`src/pkg/trace_fmt_pkg.sv`:
```
package trace_fmt_pkg;

    // Bus register offsets (byte addresses)
    localparam logic [7:0] ctrl_b_offset        = 8'h04;
    localparam logic [7:0] ctrl_c_offset        = 8'h08;
    localparam logic [7:0] ctrl_a_offset        = 8'h00;
    localparam logic [7:0] status_offset        = 8'h0c;
    localparam logic [7:0] ident_offset         = 8'h10;

    // Control field positions
    localparam int         ca_bit               = 0;
    localparam int         miss_fcr_bit         = 11;
    localparam int         pcv_en_bit           = 12;
    localparam int         drop_lsb_bit         = 13;
    localparam int         adw_bit              = 0;
    localparam int         trace_on_bit         = 1;
    localparam int         order_field_width_lo             = 0;

    // Reset values
    localparam logic [31:0] ctrl_a_reset        = 32'h0000_0000;
    localparam logic [31:0] ctrl_b_reset        = 32'h0000_0000;
    localparam logic [3:0]  order_field_width_reset         = 4'h4;
    // Arbitrary identification value
    localparam logic [31:0] ident_value         = 32'h0000_5a5a;

    // Trace encodings
    localparam logic [2:0] no_data_trace        = 3'h0;
    localparam logic [2:0] data_trace_code      = 3'h1;
    localparam logic [1:0] completion_hdr       = 2'h2;
    localparam logic [2:0] full_info_hdr        = 3'h0;

    // Format widths
    localparam logic [6:0] stall_len            = 7'h01;
    localparam logic [6:0] completion_len       = 7'h05;
    localparam logic [6:0] full_info_len_16     = 7'h1b;
    localparam logic [6:0] full_info_len_32     = 7'h2b;
    localparam logic [6:0] overflow_len         = 7'h04;
    localparam int         fmt_max              = 64;

    // Miss indication arrives this many cycles after the completion message
    localparam int         miss_offset_cycles   = 2;

    typedef enum logic [1:0] {idle_s, busy_s} ser_state_t;

endpackage

```
`src/logic/fmt_shift_reg.sv`:
```
`timescale 1ns/1ps
`default_nettype none
// Holds one format word; bit 0 leaves first, next word loads back to back
module fmt_shift_reg
    import trace_fmt_pkg::*;
(
    input  wire logic                 mclk_i,
    input  wire logic                 rst_i,
    input  wire logic                 load_i,
    input  wire logic [fmt_max-1:0]   word_i,
    input  wire logic [6:0]           len_i,
    output logic                      busy_o,
    output logic                      bit_o,
    output logic                      bit_valid_o
);
    logic [fmt_max-1:0] shreg;
    logic [6:0]         left;

    assign busy_o = (left > 7'h01);

    // Serialiser: one bit a cycle from bit 0
    always_ff @(posedge mclk_i)
    begin
        if (rst_i)
        begin
            shreg       <= '0;
            left        <= 7'h00;
            bit_o       <= 1'b0;
            bit_valid_o <= 1'b0;
        end
        else if (load_i && !busy_o)
        begin
            bit_o       <= word_i[0];
            bit_valid_o <= (len_i != 7'h00);
            shreg       <= word_i >> 1;
            left        <= len_i;
        end
        else
        begin
            bit_o       <= shreg[0];
            bit_valid_o <= (left > 7'h01);
            shreg       <= shreg >> 1;
            left        <= (left != 7'h00) ? left - 7'h01 : 7'h00;
        end
    end
endmodule // fmt_shift_reg
`default_nettype wire

```
`src/logic/trace_format_encoder.sv`:
```
`timescale 1ns/1ps
`default_nettype none
module trace_format_encoder
    import trace_fmt_pkg::*;
(
    input  wire logic         mclk_i,
    input  wire logic         rst_i,
    // AHB-Lite slave
    input  wire logic         hsel_i,
    input  wire logic [7:0]   haddr_i,
    input  wire logic [1:0]   htrans_i,
    input  wire logic         hwrite_i,
    input  wire logic [2:0]   hsize_i,
    input  wire logic [31:0]  hwdata_i,
    input  wire logic         hready_i,
    output logic [31:0]       hrdata_o,
    output logic              hreadyout_o,
    output logic              hresp_o,
    // Core trace inputs, same clock
    input  wire logic         trace_valid_i,
    input  wire logic [2:0]   instr_complete_code_i,
    input  wire logic [2:0]   trace_type_i,
    input  wire logic         trace_end_flag_i,
    input  wire logic         trace_mode_field_i,
    input  wire logic [31:0]  addr_data_i,
    input  wire logic [15:0]  byte_order_field_i,
    input  wire logic         icache_miss_flag_i,
    input  wire logic         call_return_hint_i,
    input  wire logic         loadstore_miss_flag_i,
    input  wire logic         perf_counter_valid_i,
    input  wire logic         overflow_i,
    input  wire logic         wait_state_i,
    input  wire logic [31:0]  pc_value_i,
    // Trace memory side, and the core stall
    output logic              fmt_valid_o,
    output logic [fmt_max-1:0] fmt_word_o,
    output logic [6:0]        fmt_len_o,
    output logic              trace_bit_o,
    output logic              trace_bit_valid_o,
    output logic              stall_core_o
);
    logic [31:0] trace_ctrl_a;
    logic [31:0] trace_ctrl_b;
    logic [3:0]  order_field_width;
    logic        sess_miss_fcr;
    logic        sess_pcv;
    logic        sess_ca;
    logic        sess_drop;
    logic        sess_adw32;
    logic        resync_pending;
    logic [miss_offset_cycles-1:0] miss_pipe;

    // Address phase capture
    logic        dp_write;
    logic        dp_read;
    logic [7:0]  dp_addr;
    wire         addr_ok   = hsel_i && hready_i && htrans_i[1];
    wire         trace_on  = trace_ctrl_a[trace_on_bit];

    assign hreadyout_o = 1'b1;
    assign hresp_o     = 1'b0;

    always_ff @(posedge mclk_i)
    begin
        if (rst_i)
        begin
            dp_write <= 1'b0;
            dp_read  <= 1'b0;
            dp_addr  <= 8'h00;
        end
        else
        begin
            dp_write <= addr_ok && hwrite_i;
            dp_read  <= addr_ok && !hwrite_i;
            dp_addr  <= haddr_i;
        end
    end

    // Register writes in data phase
    always_ff @(posedge mclk_i)
    begin
        if (rst_i)
        begin
            trace_ctrl_a      <= ctrl_a_reset;
            trace_ctrl_b      <= ctrl_b_reset;
            order_field_width <= order_field_width_reset;
        end
        else if (dp_write)
        begin
            if (dp_addr == ctrl_a_offset)
                trace_ctrl_a <= hwdata_i;
            if (dp_addr == ctrl_b_offset)
                trace_ctrl_b <= hwdata_i;
            if (dp_addr == ctrl_c_offset)
                order_field_width <= hwdata_i[order_field_width_lo +: 4];
        end
    end

    // Read mux, registered in the address phase
    wire [31:0] status_word = {28'h0, resync_pending, stall_core_o, trace_bit_valid_o, trace_on};
    wire [31:0] rd_mux =
        (haddr_i == ctrl_a_offset) ? trace_ctrl_a :
        (haddr_i == ctrl_b_offset) ? trace_ctrl_b :
        (haddr_i == ctrl_c_offset) ? {28'h0, order_field_width} :
        (haddr_i == status_offset) ? status_word :
        (haddr_i == ident_offset)  ? ident_value : 32'h0000_0000;

    always_ff @(posedge mclk_i)
    begin
        if (rst_i)
            hrdata_o <= 32'h0000_0000;
        else if (addr_ok && !hwrite_i)
            hrdata_o <= rd_mux;
    end

    // Option bits latched when session starts, held while on
    always_ff @(posedge mclk_i)
    begin
        if (rst_i)
        begin
            sess_miss_fcr <= 1'b0;
            sess_pcv      <= 1'b0;
            sess_ca       <= 1'b0;
            sess_drop     <= 1'b0;
            sess_adw32    <= 1'b0;
        end
        else if (!trace_on)
        begin
            sess_miss_fcr <= trace_ctrl_b[miss_fcr_bit];
            sess_pcv      <= trace_ctrl_b[pcv_en_bit];
            sess_ca       <= trace_ctrl_b[ca_bit];
            sess_drop     <= trace_ctrl_b[drop_lsb_bit];
            sess_adw32    <= trace_ctrl_a[adw_bit];
        end
    end

    // Miss flag delayed to its fixed slot after the completion message
    always_ff @(posedge mclk_i)
    begin
        if (rst_i)
            miss_pipe <= '0;
        else
            miss_pipe <= {miss_pipe[miss_offset_cycles-2:0], loadstore_miss_flag_i};
    end
    wire ls_miss = miss_pipe[miss_offset_cycles-1];

    // Overflow forces full program counter on the next valid trace cycle
    always_ff @(posedge mclk_i)
    begin
        if (rst_i)
            resync_pending <= 1'b0;
        else if (trace_valid_i && trace_on)
            resync_pending <= overflow_i;
    end

    // Classification
    wire is_stall    = (instr_complete_code_i == 3'h0) && (trace_type_i == no_data_trace)
                       && !overflow_i && !resync_pending;
    wire is_compl    = (instr_complete_code_i != 3'h0) && (trace_type_i == no_data_trace)
                       && !overflow_i && !resync_pending;
    wire is_last     = (trace_type_i == data_trace_code) && trace_end_flag_i
                       && !perf_counter_valid_i && !overflow_i && !resync_pending;
    wire emit_stall  = is_stall && sess_ca && !wait_state_i;

    wire [6:0]  ad_w     = sess_adw32 ? 7'h20 : 7'h10;
    wire [31:0] ad_src   = resync_pending ? pc_value_i : addr_data_i;
    wire [31:0] ad_val   = sess_adw32 ? ad_src : {16'h0, ad_src[15:0]};
    wire [6:0]  bo_w     = {3'h0, order_field_width};
    wire [15:0] bo_mask  = 16'((17'h1 << order_field_width) - 17'h1);

    // Completion format
    wire [fmt_max-1:0] compl_word = {57'h0, call_return_hint_i, icache_miss_flag_i,
                                     instr_complete_code_i, completion_hdr};
    wire [6:0] compl_len = completion_len + (sess_miss_fcr ? 7'h02 : 7'h00);

    // Full-info low field, shared by last-data format
    wire [10:0] low_fields = {trace_mode_field_i,
                              resync_pending ? 1'b0 : trace_end_flag_i,
                              resync_pending ? data_trace_code : trace_type_i,
                              resync_pending ? 3'h0 : instr_complete_code_i,
                              full_info_hdr};

    // Optional bits: call/return lowest, then miss, then counter valid
    // Counter-valid bit kept out of the word unless the session counts it
    wire [2:0] full_opt  = {sess_pcv && perf_counter_valid_i, icache_miss_flag_i,
                            call_return_hint_i};
    wire [6:0] full_optw = (sess_miss_fcr ? 7'h02 : 7'h00) + (sess_pcv ? 7'h01 : 7'h00);
    wire [2:0] full_optm = sess_miss_fcr ? full_opt : {full_opt[2], 2'h0};
    wire [2:0] full_opts = sess_miss_fcr ? full_optm : {2'h0, full_optm[2]};
    wire [fmt_max-1:0] full_word = {{(fmt_max-11){1'b0}}, low_fields}
                                   | ({32'h0, ad_val} << 11)
                                   | ({61'h0, full_opts} << (7'd11 + ad_w));
    wire [6:0] full_base = (sess_adw32 ? full_info_len_32 : full_info_len_16) + full_optw;

    // Last-data format with byte order below address/data
    wire [2:0] last_opt = {ls_miss, icache_miss_flag_i, call_return_hint_i};
    wire [fmt_max-1:0] last_word = {{(fmt_max-11){1'b0}}, low_fields}
                                   | ({48'h0, byte_order_field_i & bo_mask} << 11)
                                   | ({32'h0, ad_val} << (7'd11 + bo_w))
                                   | ({61'h0, sess_miss_fcr ? last_opt : 3'h0}
                                      << (7'd11 + bo_w + ad_w));
    wire [6:0] last_len = (sess_adw32 ? full_info_len_32 : full_info_len_16) + bo_w
                          + (sess_miss_fcr ? 7'h03 : 7'h00);

    // Dropping the lowest header bit when not cycle accurate
    wire drop = sess_drop && !sess_ca;
    wire [fmt_max-1:0] big_word = is_last ? last_word : full_word;
    wire [6:0]         big_len  = is_last ? last_len : full_base;

    wire [fmt_max-1:0] next_word =
        overflow_i ? {{(fmt_max-4){1'b0}}, 4'h8} :
        emit_stall ? {{(fmt_max-1){1'b0}}, 1'b1} :
        is_compl   ? compl_word :
        drop       ? (big_word >> 1) : big_word;
    wire [6:0] next_len =
        overflow_i ? overflow_len :
        is_stall   ? (emit_stall ? stall_len : 7'h00) :
        is_compl   ? compl_len :
        drop       ? big_len - 7'h01 : big_len;

    wire take = trace_valid_i && trace_on && (next_len != 7'h00);
    logic ser_busy;
    assign stall_core_o = ser_busy;

    // Parallel format output
    always_ff @(posedge mclk_i)
    begin
        if (rst_i)
        begin
            fmt_valid_o <= 1'b0;
            fmt_word_o  <= '0;
            fmt_len_o   <= 7'h00;
        end
        else
        begin
            fmt_valid_o <= take && !ser_busy;
            fmt_word_o  <= next_word;
            fmt_len_o   <= next_len;
        end
    end

    // Serial stream, header bits first
    fmt_shift_reg u_ser (
        .mclk_i      (mclk_i),
        .rst_i       (rst_i),
        .load_i      (take),
        .word_i      (next_word),
        .len_i       (next_len),
        .busy_o      (ser_busy),
        .bit_o       (trace_bit_o),
        .bit_valid_o (trace_bit_valid_o)
    );
endmodule // trace_format_encoder
`default_nettype wire

```
`config.mk`:
```
export PLATFORM = sky130hd
export DESIGN_NAME = trace_format_encoder
export DESIGN_NICKNAME = d
export VERILOG_FILES = /design/src/pkg/trace_fmt_pkg.sv /design/src/logic/fmt_shift_reg.sv /design/src/logic/trace_format_encoder.sv
export SDC_FILE = /design/constraint.sdc
export NUM_CORES = 1
export LEC_CHECK = 0
export ABC_AREA = 0
export BUFFER_PORTS_ARGS = -buffer_cell sky130_fd_sc_hd__clkbuf_2
export CAP_MARGIN = 5
export CORE_ASPECT_RATIO = 1.1
export CORE_MARGIN = 4
export CORE_UTILIZATION = 58
export CTS_CLUSTER_SIZE = 16
export DETAILED_ROUTE_END_ITERATION = 10
export PLACE_DENSITY = 0.88
export SYNTH_ARGS = -nofsm -noshare
export SYNTH_HDL_FRONTEND = slang
export SYNTH_SLANG_ARGS = --single-unit
```
`constraint.sdc`:
```
create_clock -name mclk_i -period 4.6 [get_ports mclk_i]
set_input_delay 0.69 -clock mclk_i [delete_from_list [all_inputs] [get_ports mclk_i]]
set_output_delay 0.69 -clock mclk_i [all_outputs]
set_load 0.005 [all_outputs]
```
==> summary.md <==
| Metric | Value |
|---|---|
| Number of top-level pins | `between 200 and 300` |
| Mapped Cells | `between 1,500 and 2,000` |
| Clock power frac | `40.4%` |
| Mean post-synth cell area | `approximately 8.2 um2` |
| Area of the multi-input gates | `9730 um2` |
| TritonCTS clock tree | `yes` |
| Via Count | `16,900` |
| Global placement routability congestion | `1.08` |
| Combinational Power Share | `a little over an eighth` |
| Min-delay src | `hwdata_i[19]` |
| Total global-route track usage | `40.7%` |
| FF+latch area | `5230 um2` |
| Clk buf depth | `3` |
| Status | `finished clean` |
| Clk Latency, worst-skew pair | `between 0.5 and 0.6 ns` |
| Initial DRC count | `2,515` |
| Crit path max fanout | `31` |
| Fin worst setup slack | `between 0.3 and 0.4 ns` |
| Pin count of the biggest net entering global routing | `117` |
| Root Buffer | `clkbuf_16` |
| Post-synth top area share | `roughly a third` |
| R2R setup slack | `approximately 0.38 ns` |
| FILL cells | `2,137` |
| Final WL | `62.9 mm` |
| Worst EP arrival | `4.66 ns` |
| Startpoint types | `register` |
| Post-synth EDFFs | `0` |
| Fin. Hold Viols | `0` |
| Post-route minimum period | `4.22 ns` |
| Die area | `between 20,000 and 30,000 um2` |
| RSZ-0062 raised after global routing | `no` |
| Cell Rows | `63` |
| Final Skew | `0.0217 ns` |
| Synth unique cells | `98` |
| Synth area leaders | `dfxtp_1, mux4_2, nand2_1` |
| H-tree depth | `1` |
| Cell Pwr Density | `278 nW/um2` |
| Hold_buf cts | `0` |
| Top cells by count, synth | `dfxtp_1, nand2_1, nor2_1, a21oi_1, clkbuf_1` |
| Post-synth ARST share | `0%` |
| Die height | `181 um` |
| Min-delay worst type | `in2reg` |
| Least-Margin Pin Slew | `1.03 ns` |
| Crit path launch | `order_field_width[1]` |
| CP Capture Point | `fmt_word_o[35]` |
| Relative slew slack | `30.5%` |
| Vias in the first global route | `16,500` |
| Switching Share | `25.8%` |
| Core ar. | `roughly 27,000 um2` |
| Post-DP HPWL | `46.6 mm` |
| Final slew viol count | `0` |
| R2r startpoint | `order_field_width[1]` |
| Nets | `2,271` |
| Max-Cap Viols | `0` |
| Switching power total | `0.00130 W` |
| Drt drc | `0` |
| Seq pwr share | `46.5%` |
| Clock sink count | `261` |
| First-pass GRT wire length | `around 96 mm` |
| Ys flop type | `dfxtp_1` |
| Total nets after synthesis | `between 2,000 and 2,500` |
| Clk pin slew, worst setup/hold paths | `0.06 ns` |
| WL/cell | `roughly 25 um` |
| Port Buf Inserts | `247` |
| Fin crit share | `91.7%` |
| Final ANT Viol Nets | `0` |
| YS warnings | `0` |
| Vias per cell | `6.82` |
| Area Overhead vs Synth | `14.8%` |
| Top-count cell post-synth | `dfxtp_1` |
| Cells on worst reg2reg path | `11` |
| Count of cells resized by post-cts repair | `0` |
| Post-CTS Repair Setup Buffers | `0` |
| Crit Path Class | `reg2reg` |
| Max Clk Rate | `237 MHz` |
| Layout cells sized above 1 | `between 20% and 30%` |
| Fin Setup TNS | `0 ns` |
| Crit. End Element | `register` |
| Initial antenna violation count | `1` |
| GRT overflow | `0` |
| Setup WS pre-CTS | `0.461 ns` |
| Mapped Area | `15,800 um2` |
| Cell Int Power | `0.00374 W` |
| Crit Reg-Reg Endpoint | `fmt_word_o[35]` |
| Die X | `165 um` |
| LEAKAGE | `~7 nW` |
| Cell taking the most area after synthesis | `dfxtp_1` |
| DRT Pass-1 Iters | `8` |
| Sequential area share after synthesis | `33.1%` |
| Starting Density | `58.8%` |
| Final setup viols | `0` |
| CP required | `5.04 ns` |
| FF+latch count, synth | `261` |
| Max VDD drop | `~310 uV` |
| CTS Buf Count | `25` |
state kept, by name (all words and copies together) (netlist names), 2 cells and up:
register           flops
fmt_word_o            64
miss_pipe              2
order_field_width      4
trace_ctrl_b          32
hrdata_o              32
fmt_len_o              7
dp_addr                8
u_ser.shreg           63
trace_ctrl_a          32
u_ser.left             7
power by group through the flow:
stage	Sequential [W]	Combinational, W	Clock, W
after floorplan	0.00239	0.000371	0
final	0.00235	0.000656	0.00204
after global placement	0.00239	0.000619	0
after detailed placement	0.00240	0.000635	0
after CTS	0.00235	0.000642	0.00204
after global routing	0.00235	0.000703	0.00214
worst max-delay path, stage by stage (launching register included):
cell and delay, ns:
dfxtp_1 0.48, inv_1 0.19, ha_1 0.35, xnor2_2 0.66, buf_12 0.29, nor4_1 0.09, o21ai_0 0.75, o21ai_0 0.23
o32ai_1 0.45, o32ai_1 0.24, buf_4 0.24, and2_1 0.14
stage by stage:
step	cell area [um2]	hold WS [ns]	util [%]	total power, W	cells
6_report	18100	0.378	67.5	0.00504	2482
5_1_grt	18100	0.387	67.5	0.00520	2481
4_1_cts	18100	0.370	67.5	0.00503	2481
3_5_place_dp	17300	0.430	64.4	0.00303	2436
3_3_place_gp	17300	0.420	64.4	0.00301	2436
2_1_floorplan	15800	0.413	-	0.00276	1931
kinds of logic after synthesis:
group,share of synthesized area [%]
buf+inv,5.57
xor+xnor,0.649
simple gates,21.4
flops,33.1
mux,13.6
compound gates,24.0
other cells,0.0475
fa+ha+maj,1.63
cells in the final DEF, fill, tap and decap left out, types with 9 or more instances in the layout:
master / instances
clkbuf_16: 25
ha_1: 18
mux4_2: 47
o32ai_1: 11
o22ai_1: 15
nor2b_1: 29
a21oi_1: 173
or3_1: 13
nor2_1: 188
inv_1: 25
buf_4: 62
mux2i_1: 76
o22a_1: 12
nand2b_1: 16
and2_1: 29
o31ai_1: 12
o221ai_1: 13
a211oi_1: 31
clkbuf_2: 246
nand3_1: 54
o21a_1: 11
a22oi_1: 26
mux2_2: 29
o21ai_0: 101
dfxtp_1: 259
nor3_1: 70
nand2_1: 245
nor4_1: 9
a221oi_1: 34
a21o_1: 9
nand4_1: 10
a31oi_1: 19
and3_1: 23
o211ai_1: 9
cell type report:
class / instances / share of cell area, %
Multi-Input combinational cell: 1476 / 53.6
Sequential cell: 261 / 28.8
Timing Repair Buffer: 314 / 9.96
Clock buffer: 36 / 4.01
Tap cell: 357 / 2.46
Inverter: 28 / 0.579
Clock inverter: 9 / 0.524
Antenna cell: 1 / 0.0138
metal layers:
metal	routed length (um)	vias to the layer above	global-route usage, %
li1	-	7465	-
met1	21800	7990	47.4
met2	30200	1167	69.5
met3	6290	307	8.30
met4	4550	2	22.3
met5	9	-	0
worst min path at each step:
| stage | endpoint | cells after the start |
|---|---|---|
| floorplan | u_ser.shreg[7] | 2 |
| global placement | u_ser.shreg[58] | 2 |
| detailed placement | miss_pipe[1] | 1 |
| CTS | trace_ctrl_a[19] | 3 |
| global route | trace_ctrl_b[19] | 3 |
| finish | trace_ctrl_a[19] | 3 |
(Power assumes the default switching activity.)
